===== src/rtl/ssr_pkg.sv =====
// Package for the sequencer status register group.
// Assumes a byte-wide register port driven by an I2C slave outside.
package ssr_pkg;
	// Register offsets
	localparam logic [7:0] OFS_CTL_PIN = 8'h13;
	localparam logic [7:0] OFS_DRV_HI = 8'h14;
	localparam logic [7:0] OFS_DRV_LO = 8'h15;
	localparam logic [7:0] OFS_RDB_HI = 8'h16;
	localparam logic [7:0] OFS_RDB_LO = 8'h17;
	localparam logic [7:0] OFS_WDT = 8'h18;
	localparam logic [7:0] OFS_TEST = 8'h19;
	localparam logic [7:0] OFS_LAST = 8'h1a;
	// Reset values
	localparam logic [7:0] RST_VAL = 8'h00;
	// Control status fields
	localparam int CTL_IRQ_BIT = 5;
	localparam int CTL_RST_BIT = 4;
	localparam int CTL_SLP_BIT = 3;
	localparam int CTL_RUN_BIT = 2;
	// Power state codes
	localparam logic [1:0] PS_OFF = 2'h0;
	localparam logic [1:0] PS_SLEEP = 2'h1;
	localparam logic [1:0] PS_ACTIVE = 2'h3;
	// Watchdog fields
	localparam int WD_OPEN_BIT = 3;
	localparam int WD_EARLY_BIT = 1;
	localparam int WD_EXP_BIT = 0;
	// Self-test fields
	localparam int ST_DONE_BIT = 6;
	localparam int ST_SEC_BIT = 5;
	// Last-reset-cause fields
	localparam int LR_EXT_BIT = 7;
	localparam int LR_WDR_BIT = 6;
	localparam int LR_EMO_BIT = 4;
	localparam int LR_RUN_BIT = 3;
	localparam int LR_WDS_BIT = 2;
	localparam int NUM_EN = 12;
	localparam int NUM_EN_HI = 4;
	localparam int SYNC_LEN = 3;
endpackage : ssr_pkg


===== src/rtl/ssr_status_regs.sv =====
// Read-only status register group of a power sequencer.
// Assumes the sequencing, watchdog and self-test engines drive event
// and level inputs on clk_in; pin levels arrive asynchronously.
`timescale 1ns/1ps

////////////////////////////////////////////////////////////////////////
// Functional notes
// - Bit5 low while interrupt pin pulled
// - Bit4 low while reset pin pulled
// - Bit3 mirrors sleep input
// - Bit2 mirrors run-request input
// - Bits1:0 give power state code
// - Drive state per enable pin
// - Readback level per enable pin
// - Watchdog bit3 shows open window
// - Early service flag, clear on read
// - Window expired flag, clear on read
// - Self-test done bit
// - Single-error corrected bit
// - Bits3:0 self-test failure results
// - Cause record retained, overwritten per event
// - Emergency shutdown logging optional
// - Bit7 external reset input cause
// - Bit6 watchdog reset cause
// - Bit4 emergency off input cause
// - Bit3 run input low cause
// - Bit2 watchdog shutdown cause
// - Bits1:0 forced code or watchdog mode
module ssr_status_regs (
	// Clock and reset
	input wire logic clk_in,
	input wire logic reset_in,
	// Register port
	input wire logic rd_en_in,
	input wire logic wr_en_in,
	input wire logic [7:0] addr_in,
	input wire logic [7:0] wdata_in,
	output logic [7:0] rdata_out,
	// Internal drive state of output pins
	input wire logic irq_drive_low_in,
	input wire logic rst_drive_low_in,
	input wire logic [11:0] enable_drive_state_in,
	input wire logic [1:0] power_state_code_in,
	// Asynchronous pin levels
	input wire logic sleep_pin_in,
	input wire logic run_request_input_in,
	input wire logic [11:0] enable_pin_level_in,
	// Watchdog engine
	input wire logic wd_window_open_in,
	input wire logic wd_early_service_in,
	input wire logic wd_expired_in,
	// Self-test engine
	input wire logic self_test_done_in,
	input wire logic single_error_corrected_in,
	input wire logic [3:0] self_test_fail_in,
	// Reset or shutdown event with its cause
	input wire logic cause_event_in,
	input wire logic external_reset_input_in,
	input wire logic watchdog_reset_cause_in,
	input wire logic emergency_off_input_in,
	input wire logic run_low_cause_in,
	input wire logic watchdog_shutdown_cause_in,
	input wire logic [1:0] forced_off_code_in,
	input wire logic [1:0] watchdog_off_mode_in
);

////////////////////////////////////////////////////////////////////////
// Pin synchronisers: a change counts once stages two and three agree
	localparam int NSYNC = 2 + ssr_pkg::NUM_EN;
	logic [NSYNC-1:0] sync1_ff, sync2_ff, sync3_ff, pin_lvl_ff;

	always_ff @(posedge clk_in or posedge reset_in) begin
		if (reset_in) begin
			sync1_ff <= '0;
			sync2_ff <= '0;
			sync3_ff <= '0;
		end else begin
			sync1_ff <= {enable_pin_level_in, sleep_pin_in,
				run_request_input_in};
			sync2_ff <= sync1_ff;
			sync3_ff <= sync2_ff;
		end
	end

	always_ff @(posedge clk_in or posedge reset_in) begin
		if (reset_in) begin
			pin_lvl_ff <= '0;
		end else begin
			for (int i = 0; i < NSYNC; i++) begin
				if (sync2_ff[i] == sync3_ff[i])
					pin_lvl_ff[i] <= sync3_ff[i];
			end
		end
	end

////////////////////////////////////////////////////////////////////////
// Live status snapshot
	logic [7:0] ctl_ff, drv_hi_ff, drv_lo_ff, rdb_hi_ff, rdb_lo_ff;
	logic [7:0] test_ff;
	logic [7:0] nxt_ctl;

	always_comb begin
		nxt_ctl = ssr_pkg::RST_VAL;
		nxt_ctl[ssr_pkg::CTL_IRQ_BIT] = ~irq_drive_low_in;
		nxt_ctl[ssr_pkg::CTL_RST_BIT] = ~rst_drive_low_in;
		nxt_ctl[ssr_pkg::CTL_SLP_BIT] = pin_lvl_ff[1];
		nxt_ctl[ssr_pkg::CTL_RUN_BIT] = pin_lvl_ff[0];
		nxt_ctl[1:0] = (power_state_code_in == 2'h2) ? ssr_pkg::PS_OFF
			: power_state_code_in;
	end

	always_ff @(posedge clk_in or posedge reset_in) begin
		if (reset_in) begin
			ctl_ff <= ssr_pkg::RST_VAL;
			drv_hi_ff <= ssr_pkg::RST_VAL;
			drv_lo_ff <= ssr_pkg::RST_VAL;
			rdb_hi_ff <= ssr_pkg::RST_VAL;
			rdb_lo_ff <= ssr_pkg::RST_VAL;
		end else begin
			ctl_ff <= nxt_ctl;
			drv_hi_ff <= {4'h0, enable_drive_state_in[11:8]};
			drv_lo_ff <= enable_drive_state_in[7:0];
			rdb_hi_ff <= {4'h0, pin_lvl_ff[13:10]};
			rdb_lo_ff <= pin_lvl_ff[9:2];
		end
	end

	always_ff @(posedge clk_in or posedge reset_in) begin
		if (reset_in) begin
			test_ff <= ssr_pkg::RST_VAL;
		end else begin
			test_ff <= ssr_pkg::RST_VAL;
			test_ff[ssr_pkg::ST_DONE_BIT] <= self_test_done_in;
			test_ff[ssr_pkg::ST_SEC_BIT] <= single_error_corrected_in;
			test_ff[3:0] <= self_test_fail_in;
		end
	end

////////////////////////////////////////////////////////////////////////
// Watchdog flags; a set in the read cycle survives the clear
	logic open_ff, early_ff, exp_ff;
	logic wd_read;

	assign wd_read = rd_en_in && (addr_in == ssr_pkg::OFS_WDT);

	always_ff @(posedge clk_in or posedge reset_in) begin
		if (reset_in) begin
			open_ff <= 1'b0;
			early_ff <= 1'b0;
			exp_ff <= 1'b0;
		end else begin
			open_ff <= wd_window_open_in;
			if (wd_early_service_in)
				early_ff <= 1'b1;
			else if (wd_read)
				early_ff <= 1'b0;
			if (wd_expired_in)
				exp_ff <= 1'b1;
			else if (wd_read)
				exp_ff <= 1'b0;
		end
	end

////////////////////////////////////////////////////////////////////////
// Last cause record, rewritten whole on each event only
	logic [7:0] last_ff;
	logic [7:0] nxt_last;

	always_comb begin
		nxt_last = ssr_pkg::RST_VAL;
		nxt_last[ssr_pkg::LR_EXT_BIT] = external_reset_input_in;
		nxt_last[ssr_pkg::LR_WDR_BIT] = watchdog_reset_cause_in;
		nxt_last[ssr_pkg::LR_EMO_BIT] = emergency_off_input_in;
		nxt_last[ssr_pkg::LR_RUN_BIT] = run_low_cause_in;
		nxt_last[ssr_pkg::LR_WDS_BIT] = watchdog_shutdown_cause_in;
		nxt_last[1:0] = watchdog_shutdown_cause_in ?
			watchdog_off_mode_in : forced_off_code_in;
	end

	// emergency logged like any cause, allowed
	always_ff @(posedge clk_in or posedge reset_in) begin
		if (reset_in)
			last_ff <= ssr_pkg::RST_VAL;
		else if (cause_event_in)
			last_ff <= nxt_last;
	end

////////////////////////////////////////////////////////////////////////
// Read mux; writes are decoded nowhere so they have no effect
	logic [7:0] rdata_ff;
	logic [7:0] nxt_rdata;

	always_comb begin
		case (addr_in)
			ssr_pkg::OFS_CTL_PIN: nxt_rdata = ctl_ff;
			ssr_pkg::OFS_DRV_HI: nxt_rdata = drv_hi_ff;
			ssr_pkg::OFS_DRV_LO: nxt_rdata = drv_lo_ff;
			ssr_pkg::OFS_RDB_HI: nxt_rdata = rdb_hi_ff;
			ssr_pkg::OFS_RDB_LO: nxt_rdata = rdb_lo_ff;
			ssr_pkg::OFS_WDT: nxt_rdata = {4'h0, open_ff, 1'b0,
				early_ff, exp_ff};
			ssr_pkg::OFS_TEST: nxt_rdata = test_ff;
			ssr_pkg::OFS_LAST: nxt_rdata = last_ff;
			default: nxt_rdata = ssr_pkg::RST_VAL;
		endcase
	end

	always_ff @(posedge clk_in or posedge reset_in) begin
		if (reset_in)
			rdata_ff <= ssr_pkg::RST_VAL;
		else if (rd_en_in)
			rdata_ff <= nxt_rdata;
	end

	assign rdata_out = rdata_ff;
endmodule : ssr_status_regs


===== config.mk =====
export PLATFORM = sky130hd
export DESIGN_NAME = ssr_status_regs
export DESIGN_NICKNAME = d
export VERILOG_FILES = /design/src/rtl/ssr_pkg.sv /design/src/rtl/ssr_status_regs.sv
export SDC_FILE = /design/constraint.sdc
export NUM_CORES = 1
export LEC_CHECK = 0
export BUFFER_PORTS_ARGS = -buffer_cell sky130_fd_sc_hd__clkbuf_2
export CAP_MARGIN = 10
export CORE_UTILIZATION = 53
export DETAILED_ROUTE_END_ITERATION = 16
export MAX_ROUTING_LAYER = met4
export PLACE_DENSITY = 0.78
export RECOVER_POWER = 100
export SYNTH_ARGS = -nofsm -noshare
export SYNTH_HDL_FRONTEND = slang
export SYNTH_SLANG_ARGS = --single-unit

===== constraint.sdc =====
create_clock -name clk_in -period 3.56 [get_ports clk_in]
set_input_delay 0 -clock clk_in [delete_from_list [all_inputs] [get_ports clk_in]]
set_output_delay 0 -clock clk_in [all_outputs]
set_load 0.05 [all_outputs]

==> results.yml <==
routing:
  first_pass_iters: 6
  drc: 0
  wl_met2_microns: 3390
  avgRoutedWirePerCell_microns: 15.0
  ant_nets: 0
  viasPerCell: 5.03
  wl_met3_microns: 264
  met1_length_microns: 2820
  vias: 2194
  wl_microns: 6550
  drt_iter0_drc: 72
  dr.max_layer_used: "met4"
cells_and_area:
  syn_to_final_growth_pct: 29.8
  stdcell_area_sq_um: 4780
  nFillCells: 468
  fin_cells: 436
  final_cell_mix: "110 x dfrtp_1, 52 x dlygate4sd3_1, 52 x clkbuf_2"
  final_common_cell: "dfrtp_1"
  nets: 420
  antenna_cells: 0
  drive_gt1_share_pct: 23.0
grt:
  antenna_found_initial: 0
  track_usage_pct: 20.7
  grt_pass1_vias: 2289
  grt_max_degree: 84
  grt-ovfl-total: 0
  grt_pass1_wl_microns: 10700
placement:
  postPlaceCellArea_sq_um: 4060
  dp_cells: 368
  portBuffers: 67
  hpwl_microns: 3830
  place.gp.congestion: 0.814
  dp_slack_ns: 2.04
timing:
  finClkSkew_ns: 0.00935
  fin_ws_ns: 1.70
  worst_hold_slack_ns: 0.0404
  period_share_pct: 52.2
  hold_viol_final: 0
  post-route-min-period_ns: 1.86
  slew_headroom_pct: -8.11
  setup_viol: 0
  timing.fmax_ghz: 0.538
  final.setup.tns_ns: 0
  tightest_slew_ns: 1.62
  final_max_slew_viol_count: 84
  rsz0062_at_grt: "no"
logic_synthesis:
  ys_seq_elements: 110
  synth_top_cell_area_share_pct: 74.8
  synth_area_leaders: "dfrtp_1 75%, maj3_1 3.8%, nand3b_1 2.7%"
  synth_edf_count: 0
  synth.distinct_cells: 37
  synth_seq_area_share_pct: 74.8
  syn_nets: 300
  synth_warnings: 0
  synth_top_area_cell: "dfrtp_1"
  synthCells: 231
  avgSynthCellArea_sq_um: 15.9
  syn_area_sq_um: 3680
  ys_async_sr_fraction_pct: 100
  synthFlopType: "dfrtp_1"
cts:
  cts-root-buf: "clkbuf_8"
  clkSinkCount: 110
  cts_resized: 0
  tritoncts: "done"
  htreeDepth: 3
  cts_buffers: 9
  cts_buffer_depth: 2
  clk_latency_ns: 0.36
  clk_pin_slew_ns: 0.09
critical_path:
  cpMaxStageDelayCell: "dlygate4sd3_1"
  worstSetupStartpointType: "input port"
  path_common_cell: "dlygate4sd3_1"
  slowest_delay_ns: 0.56
  crit_path_end_kind: "register"
  cp_top_family: "buffers and inverters"
  arrival_ns: 2.11
  crit_fanout: 3
  critical_path_buf_inv_count: 4
  crit_type: "input port to register"
  worstPathRequired_ns: 3.81
  crit_chain: "dlygate4sd3_1 > clkbuf_1 > mux2i_1 > dlygate4sd3_1 > a21oi_1 > dlygate4sd3_1"
  rrSetupSlack_ns: 2.23
power:
  powerDensity_nw_per_um2: 497
  leakagePower_nw: 2.10
  ir_worst_vdd_mv: 0.365
floorplan:
  row_count: 30
  dieArea_sq_um: 7280
  io_pins: 77
  die_w_microns: 85.4
  start_util_pct: 54.5
  die_h_microns: 85.4
  core-area_sq_um: 6760
outcome:
  status: "finished with violations"
  violations: "capacitance limit, slew limit"
flow_run:
  cap_violations: 1
hold_path:
  holdCritPathClass: "input port to register"
[timing repair]
action,CTS,global route
setup buffers,0,0
endpoints found under the hold margin,136,0
hold buffers,52,0
[final timing paths]
kind,from,end,cells after the start
min in group asynchronous,reset_in,sync3_ff[3]$_DFF_PP0_,3
setup reg to reg,rdb_lo_ff[1]$_DFF_PP0_,rdata_out[1]$_DFFE_PP0P_,4
hold reg to reg,sync1_ff[10]$_DFF_PP0_,sync2_ff[10]$_DFF_PP0_,0
max in group asynchronous,reset_in,drv_lo_ff[7]$_DFF_PP0_,4
hold / removal,cause_event_in,last_ff[3]$_DFFE_PP0P_,2
setup / recovery,watchdog_shutdown_cause_in,last_ff[0]$_DFFE_PP0P_,6
[state kept, by name, indices dropped and copies added, names as in the netlist]
name and count:
sync2_ff 14, ctl_ff 6, drv_hi_ff 4, drv_lo_ff 8, last_ff 7, pin_lvl_ff 14
open_ff 1, rdata_out 8, test_ff 6, exp_ff 1, sync3_ff 14, sync1_ff 14
rdb_hi_ff 4, early_ff 1, rdb_lo_ff 8
[worst reg2reg max path, delay by kind of cell (launching register included)]
family,cells,cell delay (ns)
multiplexers,1,0.17
AO/OA/AOI/OAI,3,0.66
flip-flops,1,0.38
[cell families (layout without fill, tap and decap cells)]
kind of cell / after synthesis / count (layout) / share of synthesized area, %
simple gates: 31 / 31 / 6.32
buf+inv: 24 / 149 / 3.23
flops: 110 / 110 / 74.8
xor+xnor: 1 / 1 / 0.238
compound gates: 36 / 36 / 7.34
fa+ha+maj: 14 / 14 / 3.81
mux: 15 / 15 / 4.32
[synth_stat cells (2+ instances only)]
cell type	number
dfrtp_1	110
maj3_1	14
inv_1	13
nand3b_1	13
mux2i_1	8
mux2_2	7
o22ai_1	7
a21oi_1	6
buf_2	5
a2111oi_0	3
a211oi_1	3
a22oi_1	3
nand2b_1	3
o2bb2ai_1	3
a21o_1	2
a32oi_1	2
buf_4	2
buf_6	2
clkbuf_1	2
nand2_1	2
nand3_1	2
nor2_1	2
nor2b_1	2
o22a_1	2
[metal layers]
| layer | track usage, % | vias up |
|---|---|---|
| li1 | - | 1051 |
| met4 | 8.79 | 0 |
| met5 | - | - |
| met2 | 33.4 | 61 |
| met1 | 25.2 | 1074 |
| met3 | 5.06 | 8 |
[through the flow]
step                power (mW)  utilization (%)
floorplan                 1.47                -
global placement          1.52             60.1
detailed placement        1.52             60.1
CTS                       2.40             71.3
global route              2.48             70.7
finish                    2.38             70.7
[final cells by class]
type                       instances  area (sq um)  share of cell area (%)
clock buffer                      10           138                    2.88
sequential                       110          2750                    57.6
clock inverter                     6          98.8                    2.07
tap                               80           100                    2.09
timing repair buffer             120           845                    17.7
inverter                          13          48.8                    1.02
multi-input combinational         97           796                    16.7
[power breakdown]
group          internal, mW  switching (mW)  total, mW  leakage, nW
sequential             1.33          0.0343       1.36         1.30
combinational         0.103          0.0832      0.186        0.690
clock                 0.427           0.403      0.830        0.117
total                  1.86           0.520       2.38         2.10
Note: power is estimated with default switching activity, not from simulation.
